===== config.mk =====
export PLATFORM = sky130hd
export DESIGN_NAME = oag_top
export DESIGN_NICKNAME = d
export VERILOG_FILES = /design/src/logic/oag_pkg.sv /design/src/logic/oag_top.sv /design/src/logic/oag_reg_expand.sv /design/src/logic/oag_pair_check.sv
export SDC_FILE = /design/constraint.sdc
export NUM_CORES = 1
export LEC_CHECK = 0
export BUFFER_PORTS_ARGS = -buffer_cell sky130_fd_sc_hd__buf_2
export CELL_PAD_IN_SITES_DETAIL_PLACEMENT = 0
export CELL_PAD_IN_SITES_GLOBAL_PLACEMENT = 1
export CORE_ASPECT_RATIO = 0.9
export CORE_UTILIZATION = 38
export DETAILED_ROUTE_END_ITERATION = 16
export PLACE_DENSITY = 0.92
export SYNTH_ARGS = -nofsm -noshare
export SYNTH_HDL_FRONTEND = slang
export SYNTH_SLANG_ARGS = --single-unit

===== constraint.sdc =====
create_clock -name SYS_CLK -period 7.92 [get_ports SYS_CLK]
set_clock_uncertainty 0.1 [all_clocks]
set_input_delay 1.188 -clock SYS_CLK [delete_from_list [all_inputs] [get_ports SYS_CLK]]
set_output_delay 1.188 -clock SYS_CLK [all_outputs]
set_load 0.02 [all_outputs]

===== src/logic/oag_pkg.sv =====
package oag_pkg;
   localparam logic [7:0] FLAG_ADDR = 8'hfc;
   localparam logic [7:0] BANK_ADDR = 8'hfd;
   localparam logic [7:0] LOW_TOP = 8'h7f;
   localparam logic [7:0] HIGH_BASE = 8'hf0;
   localparam logic [3:0] ESC_NIBBLE = 4'he;
   localparam logic [7:0] BYTE_ZERO = 8'h00;
   localparam logic [15:0] WORD_ZERO = 16'h0000;
   localparam logic [15:0] INSN_LEN = 16'h0002;

   typedef enum logic [3:0] {
      OAG_REG, OAG_WREG, OAG_PAIR, OAG_WPAIR, OAG_IND, OAG_IND_PAIR,
      OAG_INDEX, OAG_DIRECT, OAG_REL, OAG_DECREMENT_AND_BRANCH, OAG_IMM
   } oag_mode_t;

   typedef struct packed {
      oag_mode_t mode;
      logic [7:0] field;
      logic [7:0] aux;
      logic [15:0] word;
      logic [15:0] pc;
      logic is_load;
      logic is_jump;
   } oag_req_t;

   typedef struct packed {
      logic [15:0] addr;
      logic [7:0] data;
      logic is_reg;
      logic is_mem;
      logic take;
      logic err;
   } oag_res_t;
endpackage


===== src/logic/oag_top.sv =====
`timescale 1ns/1ps
// Operation
// - working field goes below bank pointer upper nibble; pointer at register 253
// - full register addresses valid at 0-127 and 240-255
// - register pair is even address in 0..126 or 240..254, 16-bit value
// - working pair is even 0..14; odd member as pair is an error
// - indirect uses register or pair contents as address
// - indexed load adds working register contents to instruction address
// - direct address decoded only for jump and call
// - relative branch adds signed offset to next instruction address
// - relative jump and decrement branch are two bytes, relative only
// - upper nibble E maps field onto working register
// - decrement branch taken only when decremented value nonzero
// - status flags live in register 252, addressable normally
module oag_top (
   input wire logic SYS_CLK,
   input wire logic RST,
   input wire logic REQ_VALID,
   input wire oag_pkg::oag_req_t REQ,
   input wire logic [7:0] RF_DATA_A,
   input wire logic [7:0] RF_DATA_B,
   input wire logic WR_EN,
   input wire logic [7:0] WR_ADDR,
   input wire logic [7:0] WR_DATA,
   output logic [7:0] RF_ADDR_A,
   output logic [7:0] RF_ADDR_B,
   output logic [7:0] BANK_PTR,
   output logic [7:0] FLAGS_OUT,
   output logic RES_VALID,
   output oag_pkg::oag_res_t RES
);
   logic [7:0] bank_reg;
   logic [7:0] flag_reg;
   logic valid_reg;
   oag_pkg::oag_res_t res_reg;
   oag_pkg::oag_res_t res_next;

   wire logic short_form;
   wire logic [7:0] exp_addr;
   wire logic exp_valid;
   wire logic [7:0] idx_addr;
   wire logic idx_valid;
   wire logic pair_ok;
   wire logic wpair_ok;
   wire logic [15:0] rel_dest;
   wire logic [7:0] dec_val;
   wire logic [7:0] index_sum;
   wire logic [15:0] pair_word;
   wire logic [7:0] cur_bank;
   wire logic m_reg;
   wire logic m_wreg;
   wire logic m_pair;
   wire logic m_wpair;
   wire logic m_ind;
   wire logic m_ind_pair;
   wire logic m_index;
   wire logic m_direct;
   wire logic m_rel;
   wire logic m_decrement_and_branch;
   wire logic m_imm;
   wire logic m_known;
   wire logic m_byte_reg;
   wire logic [15:0] reg_word;
   wire logic [15:0] ind_word;
   wire logic [15:0] idx_word;
   wire logic [15:0] seq_dest;
   wire logic decrement_and_branch_take;
   wire logic [15:0] decrement_and_branch_dest;
   wire logic reg_err;
   wire logic pair_err;
   wire logic wpair_err;
   wire logic ind_err;
   wire logic ind_pair_err;
   wire logic index_err;
   wire logic direct_err;
   wire logic [15:0] sel_addr;
   wire logic [7:0] sel_data;
   wire logic sel_is_reg;
   wire logic sel_is_mem;
   wire logic sel_take;
   wire logic sel_err;

   // a pointer write in the same cycle is seen at once
   assign cur_bank = (WR_EN && WR_ADDR == oag_pkg::BANK_ADDR) ? WR_DATA : bank_reg;
   assign short_form = REQ.mode == oag_pkg::OAG_WREG || REQ.mode == oag_pkg::OAG_WPAIR
      || REQ.mode == oag_pkg::OAG_DECREMENT_AND_BRANCH;

   oag_reg_expand u_exp (
      .field(REQ.field),
      .bank(cur_bank),
      .short_form(short_form),
      .addr(exp_addr),
      .valid(exp_valid)
   );

   oag_reg_expand u_idx (
      .field(REQ.aux),
      .bank(cur_bank),
      .short_form(1'b1),
      .addr(idx_addr),
      .valid(idx_valid)
   );

   oag_pair_check u_pair (
      .addr(exp_addr),
      .addr_valid(exp_valid),
      .ok(pair_ok)
   );

   assign wpair_ok = !REQ.field[0] && REQ.field[7:4] == 4'h0;

   assign RF_ADDR_A = exp_addr;
   assign RF_ADDR_B = (REQ.mode == oag_pkg::OAG_INDEX) ? idx_addr : exp_addr + 8'h01;

   assign pair_word = {RF_DATA_A, RF_DATA_B};
   assign index_sum = REQ.field + RF_DATA_B;
   assign rel_dest = REQ.pc + oag_pkg::INSN_LEN + {{8{REQ.aux[7]}}, REQ.aux};
   assign dec_val = RF_DATA_A - 8'h01;

   // one-hot view of the requested mode
   assign m_reg = REQ.mode == oag_pkg::OAG_REG;
   assign m_wreg = REQ.mode == oag_pkg::OAG_WREG;
   assign m_pair = REQ.mode == oag_pkg::OAG_PAIR;
   assign m_wpair = REQ.mode == oag_pkg::OAG_WPAIR;
   assign m_ind = REQ.mode == oag_pkg::OAG_IND;
   assign m_ind_pair = REQ.mode == oag_pkg::OAG_IND_PAIR;
   assign m_index = REQ.mode == oag_pkg::OAG_INDEX;
   assign m_direct = REQ.mode == oag_pkg::OAG_DIRECT;
   assign m_rel = REQ.mode == oag_pkg::OAG_REL;
   assign m_decrement_and_branch = REQ.mode == oag_pkg::OAG_DECREMENT_AND_BRANCH;
   assign m_imm = REQ.mode == oag_pkg::OAG_IMM;
   assign m_known = m_reg || m_wreg || m_pair || m_wpair || m_ind || m_ind_pair
      || m_index || m_direct || m_rel || m_decrement_and_branch || m_imm;
   assign m_byte_reg = m_reg || m_wreg || m_pair || m_wpair;

   assign reg_word = {oag_pkg::BYTE_ZERO, exp_addr};
   assign ind_word = {oag_pkg::BYTE_ZERO, RF_DATA_A};
   assign idx_word = {oag_pkg::BYTE_ZERO, index_sum};
   assign seq_dest = REQ.pc + oag_pkg::INSN_LEN;
   assign decrement_and_branch_take = dec_val != oag_pkg::BYTE_ZERO;
   assign decrement_and_branch_dest = decrement_and_branch_take ? rel_dest : seq_dest;

   assign reg_err = !exp_valid;
   assign pair_err = !pair_ok;
   assign wpair_err = !wpair_ok;
   assign ind_err = !exp_valid;
   assign ind_pair_err = !pair_ok;
   assign index_err = !REQ.is_load;
   assign direct_err = !REQ.is_jump;

   assign sel_addr = m_byte_reg ? reg_word
      : m_ind ? ind_word
      : m_ind_pair ? pair_word
      : m_index ? idx_word
      : m_direct ? REQ.word
      : m_rel ? rel_dest
      : m_decrement_and_branch ? decrement_and_branch_dest
      : oag_pkg::WORD_ZERO;
   // immediates pass through; range is enforced where they are formed
   assign sel_data = m_imm ? REQ.field
      : m_decrement_and_branch ? dec_val
      : oag_pkg::BYTE_ZERO;
   assign sel_is_reg = m_byte_reg || m_ind || m_index;
   assign sel_is_mem = m_ind_pair || m_direct || m_rel || m_decrement_and_branch;
   assign sel_take = (m_direct && REQ.is_jump) || m_rel || (m_decrement_and_branch && decrement_and_branch_take);
   assign sel_err = (m_reg || m_wreg) ? reg_err
      : m_pair ? pair_err
      : m_wpair ? wpair_err
      : m_ind ? ind_err
      : m_ind_pair ? ind_pair_err
      : m_index ? index_err
      : m_direct ? direct_err
      : !m_known;

   always_comb begin
      res_next.addr = sel_addr;
      res_next.data = sel_data;
      res_next.is_reg = sel_is_reg;
      res_next.is_mem = sel_is_mem;
      res_next.take = sel_take;
      res_next.err = sel_err;
   end

   always_ff @(posedge SYS_CLK) begin
      if (RST) begin
         bank_reg <= oag_pkg::BYTE_ZERO;
      end else if (WR_EN && WR_ADDR == oag_pkg::BANK_ADDR) begin
         bank_reg <= WR_DATA;
      end
   end

   always_ff @(posedge SYS_CLK) begin
      if (RST) begin
         flag_reg <= oag_pkg::BYTE_ZERO;
      end else if (WR_EN && WR_ADDR == oag_pkg::FLAG_ADDR) begin
         flag_reg <= WR_DATA;
      end
   end

   always_ff @(posedge SYS_CLK) begin
      if (RST) begin
         valid_reg <= 1'b0;
         res_reg <= '0;
      end else begin
         valid_reg <= REQ_VALID;
         if (REQ_VALID) begin
            res_reg <= res_next;
         end
      end
   end

   assign BANK_PTR = bank_reg;
   assign FLAGS_OUT = flag_reg;
   assign RES_VALID = valid_reg;
   assign RES = res_reg;
endmodule


===== src/logic/oag_reg_expand.sv =====
`timescale 1ns/1ps
module oag_reg_expand (
   input wire logic [7:0] field,
   input wire logic [7:0] bank,
   input wire logic short_form,
   output logic [7:0] addr,
   output logic valid
);
   wire logic esc;
   wire logic [7:0] wide;
   assign esc = field[7:4] == oag_pkg::ESC_NIBBLE;
   assign wide = {bank[7:4], field[3:0]};
   assign addr = (short_form || esc) ? wide : field;
   assign valid = (addr <= oag_pkg::LOW_TOP) || (addr >= oag_pkg::HIGH_BASE);
endmodule


===== src/logic/oag_pair_check.sv =====
`timescale 1ns/1ps
module oag_pair_check (
   input wire logic [7:0] addr,
   input wire logic addr_valid,
   output logic ok
);
   assign ok = addr_valid && !addr[0];
endmodule


## Word level (Yosys, flattened, before mapping)

Index checks and enable logic that the tools add are counted.
W data, S select, Z words.

| operators by class | value |
|---|---|
| $lt $le $gt $ge | 2 |
| multiplexer cells | 20 |
| reduce and logical (&&, ||, !) cells | 37 |
| $add $sub $neg | 5 |
| eq/ne operators | 13 |

Operators by type and width:

| kind | count |
|---|---|
| $mux W16 | 8 |
| $mux W8 | 5 |
| $logic_or A1 B1 Y1 | 20 |
| $add A16 B16 Y16 | 1 |
| $add A16 B2 Y16 const B | 1 |
| $eq A4 B3 Y1 const B | 4 |
| $eq A4 B4 Y1 const B | 4 |
| $eq A8 B8 Y1 const B | 2 |
| $add A8 B1 Y8 const B | 1 |
| $add A8 B8 Y8 | 1 |
| $eq A4 B2 Y1 const B | 2 |
| $ge A8 B8 Y1 const B | 1 |
| $le A8 B7 Y1 const B | 1 |
| $logic_not A1 Y1 | 8 |
| $logic_not A4 Y1 | 2 |
| $reduce_bool A8 Y1 | 1 |
| $sub A8 B1 Y8 const B | 1 |
| $mux W1 | 7 |
| $logic_and A1 B1 Y1 | 6 |
| $eq A4 B1 Y1 const B | 1 |

| storage, ports and cells | value |
|---|---|
| output and inout port bits | 61 |
| register bits | 45 |
| input bits | 90 |

## Logic depth before layout (Yosys ltp)

Gate-level depths: netlist (run 1).

| depth | value |
|---|---|
| word-level depth | 19 |
| gate-level depth with buffers | 13 |

## Hierarchy

A second synthesis (run 1) with hierarchy kept.

| second synthesis, totals | value |
|---|---|
| cells, all modules | 590 |
| area, all modules | 4446.8 µm² |

Modules (own cells, without submodules):

| module | instances | area each (µm²) | cells an instance |
|---|---|---|---|
| oag_top | 1 | 4220.3 | 557 |
| oag_reg_expand | 2 | 106.4 | 16 |
| oag_pair_check | 1 | 13.8 | 1 |

## Worst setup path after synthesis (run 1)

No wires, ideal clock.

| timing path | value |
|---|---|
| path type | input to output |
| start | input WR_ADDR[5] |
| end | output RF_ADDR_B[7] |
| slack | 3472 ps |
| required time | 6632 ps |
| data arrival time | 3160 ps |
| stages on the path | 8 |
| path through | nand4_2 nor4_4 mux2i_1 o22ai_2 nand3_2 nor2_1 xnor2_1 mux2i_1 |

| on the way | value |
|---|---|
| cells in the longest elaborated chain, start to end | 6 |

Ends and longest elaborated chain:

| item | line | source |
|---|---|---|
| start: declaration | oag_top.sv:23 | `input wire logic [7:0] WR_ADDR,` |
| $eq A8 B8 Y1 | oag_top.sv:84 | `assign cur_bank = (WR_EN && WR_ADDR == oag_pkg::BANK_ADDR) ? WR_DATA : bank_reg;` |
| $logic_and A1 B1 Y1 | oag_top.sv:84 |  |
| $mux W8 | -- |  |
| $mux W8 | oag_reg_expand.sv:13 | `assign addr = (short_form \|\| esc) ? wide : field;` |
| named net RF_ADDR_A[4] | oag_top.sv:25 | `output logic [7:0] RF_ADDR_A,` |
| $add A8 B1 Y8 | oag_top.sv:113 | `assign RF_ADDR_B = (REQ.mode == oag_pkg::OAG_INDEX) ? idx_addr : exp_addr + 8'h01;` |
| $mux W8 | oag_top.sv:113 |  |
| end: declaration | oag_top.sv:26 | `output logic [7:0] RF_ADDR_B,` |

The timed path passes the listed nets, and every way through them passes these cells.

## Final worst setup path (run 1)

| timing path | value |
|---|---|
| start | input WR_ADDR[5] |
| end | output RF_ADDR_B[7] |

| on the way | value |
|---|---|
| cells in the longest elaborated chain, start to end | 6 |

Ends and longest elaborated chain:

| item | line |
|---|---|
| $eq A8 B8 Y1 * | oag_top.sv:84 |
| $logic_and A1 B1 Y1 * | oag_top.sv:84 |
| $mux W8 * | -- |
| $mux W8 | oag_reg_expand.sv:13 |
| $add A8 B1 Y8 | oag_top.sv:113 |
| $mux W8 * | oag_top.sv:113 |

Mark *: on every way between the ends. The rest lies on a longest branch, timed or not.

==> results.toml, run 1 <==
[logic_synthesis]
synth_cells = 516
synthTopCellsByCount = "nor2_1 (73), dfxtp_1 (45), nand2_1 (35), a21oi_1 (34), xnor2_1 (34)"
ys_async_sr_fraction_pct = 0
syn_area_um2 = 4010
synth_largest_area_cell = "dfxtp_1"
yosysMostFrequentCell = "nor2_1"
synth_top_area_share_pct = 22.5
seq_area_frac_synth_pct = 22.5
synthDistinctLibCells = 65
syn_area_per_cell_um2 = 7.76
ys_warn_count = 0
synth_edf_count = 0
ys_seq_elements = 45
synth_ff_type = "dfxtp_1"
synthTopCellsByArea = "dfxtp_1 (22%), ha_1 (8.7%), xnor2_1 (7.4%)"
syn_nets = 636

[global_routing]
grt_busiest_layer = "met2"
grt_max_degree = 48
grtUsageTotal_pct = 25.2
grt-ovfl-total = 0
grt_util_met2_pct = 41.9
grt_pass1_vias = 4264
grt_use_met3_pct = 3.21
met1_usage_pct = 34.8
antenna_found_initial = 0
grt_pass1_wl_um = 21500

[cts]
post_cts_buffers = 0
postCtsHoldBufs = 0
cts_resized = 0
clk_latency_ns = 0.28
cts_max_path_buffers = 2
cts.sinks = 45
clock-root-buffer = "clkbuf_16"
cts_tree = "yes"
htree_levels = 2
cts_made_buffers = 5
clkTransAtPathRegs_ns = 0.06

[drt]
drt-initial-drc-count = 334
routedWlPerCell_um = 17.7
drtPass1Iterations = 5
post-route-drc-count = 0
routed_wl_um = 13800
via_count = 4452
ant_nets = 0
routed_via_density = 5.73

[timing]
tns_ns = 0
hold_viol_final = 0
min_period_ns = 4.58
fin_crit_sh_pct = 57.9
setup_violations = 0
worst_pin_slew_ns = 1.20
slew_violations = 0
fmaxAchievable_mhz = 218
setup_slack_ns = 3.34
slew_headroom_pct = 19.2
rsz0062_at_grt = "false"

[min_path]
hp-class = "register to register"
min_from = "RES[22]"
worstHoldPathCells = 2

[worst_setup_path]
path_class = "primary input to output pin"
start_kind = "primary input"
worst_r2r_path_depth = 6
worst_setup_path_end_kind = "output pin"
worstPathMaxFanout = 8
critPathRequiredTime_ns = 6.63
r2r-start = "BANK_PTR[4]"
arrival_ns = 3.29
crit_path_start = "WR_ADDR[5]"
rrSetupSlack_ns = 6.21

[floorplanning]
start_util_pct = 39.1
core-area_um2 = 10200
dieHeight_um = 99.4
fp-row-count = 35
die_w_um = 110
io_pins = 151
dieArea_um2 = 11000

[placement]
io_buffers = 150
gp_congestion = 0.876
pre_cts_slack_ns = 3.31
place_inst = 769
place_hpwl_um = 10900

[power_and_ir_drop]
p_per_area_nw_per_um2 = 144
power_mw = 0.720
leakagePower_nw = 2.19
irDropWorstVdd_mv = 0.0915

[final_layout]
nNetsFinal = 767
drive_gt1_share_pct = 26.9
fin_cells = 777
antennaDiodeCount = 0
area_delta_synth_final_pct = 24.6
fin_util_pct = 48.7

[job]
drv_cap = 0

[run_status]
status = "complete, no violations"
cell families after synthesis:
group / count (synthesis) / synth area share [%]
XOR/XNOR: 44 / 9.62
AND/OR/NAND/NOR: 180 / 21.6
adder cells (fa/ha/maj): 30 / 9.75
flip-flops: 45 / 22.5
buffers and inverters: 47 / 4.81
AO/OA/AOI/OAI: 149 / 26.5
multiplexers: 21 / 5.25
state kept, by name (all words and copies together) (netlist names):
name and cells:
BANK_PTR 8, FLAGS_OUT 8, RES 28, RES_VALID 1
power breakdown:
group / switching, mW / total (mW) / internal (mW)
registers: 0.00409 / 0.238 / 0.234
clock network: 0.0899 / 0.239 / 0.149
logic: 0.145 / 0.242 / 0.0968
layout by cell type (no fill, tap or decap), types with 3 or more instances in the layout:
| cell type | count |
|---|---|
| buf_2 | 150 |
| nor2_1 | 73 |
| dfxtp_1 | 45 |
| nand2_1 | 35 |
| xnor2_1 | 34 |
| a21oi_1 | 34 |
| ha_1 | 28 |
| mux2i_1 | 21 |
| o21ai_0 | 20 |
| inv_1 | 17 |
| nor3_1 | 16 |
| a221oi_1 | 14 |
| nand3_1 | 11 |
| xor2_1 | 10 |
| a211oi_1 | 10 |
| nand2b_1 | 8 |
| nor2b_1 | 7 |
| a22oi_1 | 7 |
| nand4_1 | 6 |
| a31oi_1 | 6 |
| a222oi_1 | 6 |
| a221o_1 | 6 |
| and3_1 | 5 |
| a21o_1 | 5 |
| o21ai_1 | 5 |
| clkbuf_16 | 5 |
| o21a_1 | 4 |
| o211ai_1 | 4 |
| and2_1 | 3 |
| a311oi_1 | 3 |
| buf_4 | 3 |
metrics by stage:
step	hold slack, ns	instance area [um^2]
finish	0.381	4990
global route	0.398	4990
CTS	0.381	4990
detailed placement	0.373	4820
global placement	0.368	4820
floorplan	0.448	4010
metal layers:
metal  share of wire (%)  wire length, um
met3                 6.0              831
met5                   0                0
met1                  46             6330
met2                  47             6440
met4                 1.3              182
layout make-up:
cell class | instances | area, um^2
Tap cell | 129 | 161
Multi-Input combinational cell | 424 | 2920
Fill cell | 1085 | 5260
Inverter | 18 | 67.6
Clock inverter | 3 | 46.3
Timing Repair Buffer | 153 | 773
Clock buffer | 5 | 125
Sequential cell | 45 | 901
critical path: stages:
cell,delay (ns)
buf_2,0.08
nand4_2,0.15
nor4_4,0.64
mux2i_1,0.30
a21oi_4,0.27
nand3_2,0.12
nor2_1,0.14
xnor2_1,0.13
mux2i_1,0.08
buf_2,0.18
worst paths after layout:
check,endpoint
worst max-delay path,RF_ADDR_B[7]
worst min-delay path,RES[22]
worst max register to register,RES[0]
worst min register to register,RES[22]
(Power assumes the default switching activity.)
==> run 2, diff against run 1 <==
Settings changed: CORE_UTILIZATION 38 to 32, PLACE_DENSITY 0.92 to 0.84.
Clock period 7.92 ns to 3.7 ns, I/O delays scaled along.
==> run 2 against run 1 <==
- sequential power grew 110%
- die area grew 18%
- sequential cell count is the same
- first-iteration DRC count shrank 9.3%
- via count grew 1.3%
- register-to-register slack lost 4.3 ns
- core utilization shrank 6.6 points
- critical path depth grew 4
- critical path type is now primary input to register
- highest routed layer unchanged
==> results.toml, run 2 (synthesis results as in run 1) <==
[final_layout]
nFillCells = 1285
area_delta_synth_final_pct = 27.5
drive_gt1_share_pct = 27.6
antennaDiodeCount = 0
largest_reg_flops = 28
layout_commonest_cell = "buf_2"
mostFrequentLayoutCells = "buf_2 (150), nor2_1 (73), dfxtp_1 (45)"
nNetsFinal = 774
fin_util_pct = 42.1

[timing]
rsz0062_at_grt = "false"
fmaxAchievable_mhz = 304
hold_viol_final = 0
worst_pin_slew_ns = 1.17
setup_violations = 0
slew_violations = 0
fin_crit_sh_pct = 88.9
min_period_ns = 3.29
tns_ns = 0
slew_headroom_pct = 21.6
setup_slack_ns = 0.412

[cts]
cts_max_path_buffers = 2
cts_made_buffers = 5
cts_tree = "yes"
cts_resized = 0
postCtsHoldBufs = 0
clkTransAtPathRegs_ns = 0.07
cts.sinks = 45
post_cts_buffers = 0
htree_levels = 2
clk_latency_ns = 0.28
clock-root-buffer = "clkbuf_16"

[worst_setup_path]
endpoint = "RES[25]"
crit_buf_inv = 2
worstSetupPathDepth = 14
start_kind = "primary input"
rr_endpoint = "RES[0]"
arrival_ns = 3.38
worst_r2r_path_depth = 6
worstPathCellList = "buf_2 > ha_1 > nand3_1 > xnor2_1 > ha_1 > o21a_1 > o21a_1 > a2111oi_0 > buf_4 > o21ai_1 > a31oi_1 > xnor2_1 > nand2_1 > a311oi_1"
critPathRequiredTime_ns = 3.80
worst_setup_path_end_kind = "register"
critPathSlowestCell = "a2111oi_0"
path_class = "primary input to register"
critPathMaxStageDelay_ns = 0.43
path_delay_family = "compound AO/OA/AOI/OAI gates"
crit_path_start = "REQ[3]"
r2r-start = "BANK_PTR[6]"
rrSetupSlack_ns = 1.93
worstPathMaxFanout = 5

[drt]
ant_nets = 0
routed_via_density = 5.53
routedWlPerCell_um = 18.3
drtPass1Iterations = 6
post-route-drc-count = 0
via_count = 4509
routed_wl_um = 14900
drt-initial-drc-count = 303

[floorplanning]
dieHeight_um = 108
dieArea_um2 = 13000
start_util_pct = 33.0
core-area_um2 = 12100
io_pins = 151
die_w_um = 120
fp-row-count = 38

[global_routing]
grt_max_degree = 48
antenna_found_initial = 0
grt-ovfl-total = 0
grtUsageTotal_pct = 22.6
grt_pass1_wl_um = 22800
grt_pass1_vias = 4264

[placement]
gp_congestion = 0.896
place_hpwl_um = 11800
pre_cts_slack_ns = 0.168
io_buffers = 150

[run_status]
status = "complete, no violations"

[power_and_ir_drop]
p_per_area_nw_per_um2 = 321
irDropWorstVdd_mv = 0.187
leakagePower_nw = 2.24

[min_path]
hp-class = "register to register"

[job]
drv_cap = 0
## run 2: cell count changes in the layout (fill, tap and decap cells not counted), sizes merged
cell	previous run	this run
buf	153	160
bufinv	1	2
clkinv	2	1
clkinvlp	1	0
inv	17	18
## run 2: metal layers
metal | GRT usage [%] | wire (um)
met5 | 0 | 0
met4 | 6.25 | 243
met3 | 4.38 | 1300
met2 | 35.1 | 6440
met1 | 31.6 | 6930
## run 2: how the worst min path moves through the flow
stage                  from  endpoint  slack (ns)  cells after the start
finish              RES[15]   RES[15]        0.38                      2
global route        RES[11]   RES[11]        0.40                      2
CTS                 RES[15]   RES[15]        0.38                      2
detailed placement  RES[15]   RES[15]        0.37                      2
global placement    RES[11]   RES[11]        0.36                      2
floorplan           RES[11]   RES[11]        0.45                      2
## run 2: metrics by stage
stage	area (um^2)	cells	power, mW	hold WS [ns]
2_1_floorplan	4010	516	0.859	0.448
4_1_cts	5110	815	1.65	0.385
5_1_grt	5110	815	1.72	0.404
3_3_place_gp	4910	807	1.04	0.364
6_report	5110	815	1.64	0.380
3_5_place_dp	4910	807	1.05	0.371
## run 2: worst reg2reg max path: stages (launching register included)
cell     delay (ns)
dfxtp_1        0.33
mux2i_1        0.15
a21oi_4        0.34
nand3_2        0.17
a211o_1        0.32
a21oi_1        0.14
o32ai_1        0.09
## run 2: area by class of cell
class                   instances  area [um^2]  area share [%]
multi-input cells             424         2920            57.1
flip-flops and latches         45          901            17.6
repair buffers                160          826            16.2
well taps                     160          200            3.92
clock buffers                   5          125            2.45
clock inverters                 3         68.8            1.35
inverters                      18         67.6            1.32
## run 2: where the power goes
group | switching (mW) | total, mW | internal (mW) | leakage [nW]
sequential | 0.00999 | 0.511 | 0.501 | 0.367
combinational | 0.324 | 0.537 | 0.213 | 1.78
clock | 0.201 | 0.590 | 0.390 | 0.0944
==> run 3, diff against run 2 <==
Settings changed: CORE_ASPECT_RATIO 0.9 to unset, CORE_UTILIZATION 32 to 39, PLACE_DENSITY 0.84 to 0.93, SYNTH_HIERARCHICAL set to 1.
Clock period 3.7 ns to 3.9 ns, I/O delays scaled along.
==> run 3 against run 2 <==
- sequential share of layout area is 1.1 points lower
- sequential cell count unchanged
- wire length up 8.1%
- final cell count up 6.3%
==> results.toml, run 3 <==
[floorplanning]
core-area_um2 = 11000
io_pins = 151
start_util_pct = 40.4
dieArea_um2 = 11800
fp-row-count = 38
dieHeight_um = 109
die_w_um = 109

[placement]
pre_cts_slack_ns = 0.441
io_buffers = 150
gp_congestion = 0.981
place_inst = 858
dpl_cell_area_um2 = 5260
place_hpwl_um = 12900

[cts]
cts_resized = 0
postCtsHoldBufs = 0
clock-root-buffer = "clkbuf_16"
cts.sinks = 45
clkTransAtPathRegs_ns = 0.06
clk_latency_ns = 0.29
cts_max_path_buffers = 2
post_cts_buffers = 0
cts_made_buffers = 5
htree_levels = 2
cts_tree = "yes"

[final_layout]
area_delta_synth_final_pct = 22.4
antennaDiodeCount = 0
largest_reg_flops = 28
mostFrequentLayoutCells = "buf_2 (150), nor2_1 (55), nand2_1 (53)"
nNetsFinal = 845
fin_area_um2 = 5430
nFillCells = 1127
layout_commonest_cell = "buf_2"
drive_gt1_share_pct = 26.0
fin_util_pct = 49.5
fin_cells = 866

[global_routing]
grt_use_met3_pct = 4.24
grt_util_met2_pct = 45.1
grt_max_degree = 38
met1_usage_pct = 34.5
grt_busiest_layer = "met2"
grt-ovfl-total = 0
grt_pass1_vias = 4889
antenna_found_initial = 0
grtUsageTotal_pct = 27.2
grt_pass1_wl_um = 24900

[min_path]
hp-class = "register to register"
worstHoldPathCells = 2

[timing]
setup_slack_ns = 0.468
fin_crit_sh_pct = 88.0
setup_violations = 0
min_period_ns = 3.43
worst_pin_slew_ns = 0.702
hold_ws_ns = 0.379
rsz0062_at_grt = "false"
tns_ns = 0
hold_viol_final = 0
slew_violations = 0
fmaxAchievable_mhz = 291
slew_headroom_pct = 52.9

[run_status]
status = "complete, no violations"

[worst_setup_path]
worstPathCellList = "buf_2 > nand4b_1 > nor2_1 > nand2_1 > mux2_2 > o21ai_1 > o21ai_1 > and3_1 > nand3_1 > xor2_1 > o21ai_0 > buf_2"
arrival_ns = 2.75
critPathRequiredTime_ns = 3.21
worstPathMaxFanout = 8
worst_r2r_path_depth = 9
start_kind = "primary input"
path_class = "primary input to output pin"
critPathMaxStageDelay_ns = 0.34
worst_setup_path_end_kind = "output pin"
critPathSlowestCell = "mux2_2"

[drt]
routed_wl_um = 16100
drtPass1Iterations = 5
ant_nets = 0
routedWlPerCell_um = 18.6
drt-initial-drc-count = 468
via_count = 5187
routed_via_density = 5.99
post-route-drc-count = 0

[power_and_ir_drop]
p_per_area_nw_per_um2 = 283
p_int_mw = 1.01
comb_power_share_pct = 35.7
irDropWorstVdd_mv = 0.170
power_mw = 1.54
switching_share_pct = 34.6
leakagePower_nw = 2.43
clock_power_share_pct = 32.8
power.switching_mw = 0.532
pwr-share-seq_pct = 31.5

[logic_synthesis]
syn_area_per_cell_um2 = 7.53
syn_area_um2 = 4440
ys_warn_count = 6
synth_cells = 589

[job]
drv_cap = 0
## run 3: power by group through the flow
stage	Combinational (mW)	Sequential (mW)	Clock, mW
after CTS	0.542	0.485	0.509
after detailed placement	0.539	0.495	0
after floorplan	0.336	0.514	0
after global routing	0.597	0.486	0.526
final	0.549	0.485	0.506
after global placement	0.535	0.495	0
## run 3: layout make-up
type	count	area [um^2]	share of cell area, %
clock inverter	1	30.0	0.553
inverter	19	71.3	1.31
clock buffer	7	143	2.62
multi-input combinational	497	3310	60.9
timing repair buffer	157	803	14.8
tap	140	175	3.22
sequential	45	901	16.6
## run 3: routing by layer
metal  routed length, um  part of all wire, %
met5                   0                    0
met4                 692                  4.3
met3                1400                  8.7
met2                7490                   46
met1                6550                   41
## run 3: path summary, 6_finish.rpt
path / slack [ns] / from / endpoint
setup / recovery: 0.47 / WR_ADDR[1] / RF_ADDR_B[7]
hold / removal: 0.38 / RES[11] / RES[11]
setup reg to reg: 1.65 / BANK_PTR[4] / RES[0]
hold reg to reg: 0.38 / RES[11] / RES[11]
## run 3: worst max-delay path, delay by kind of cell
kind,cells,cell delay (ns)
xor+xnor,1,0.16
buf+inv,2,0.28
mux,1,0.34
compound gates,3,0.50
simple gates,5,0.88
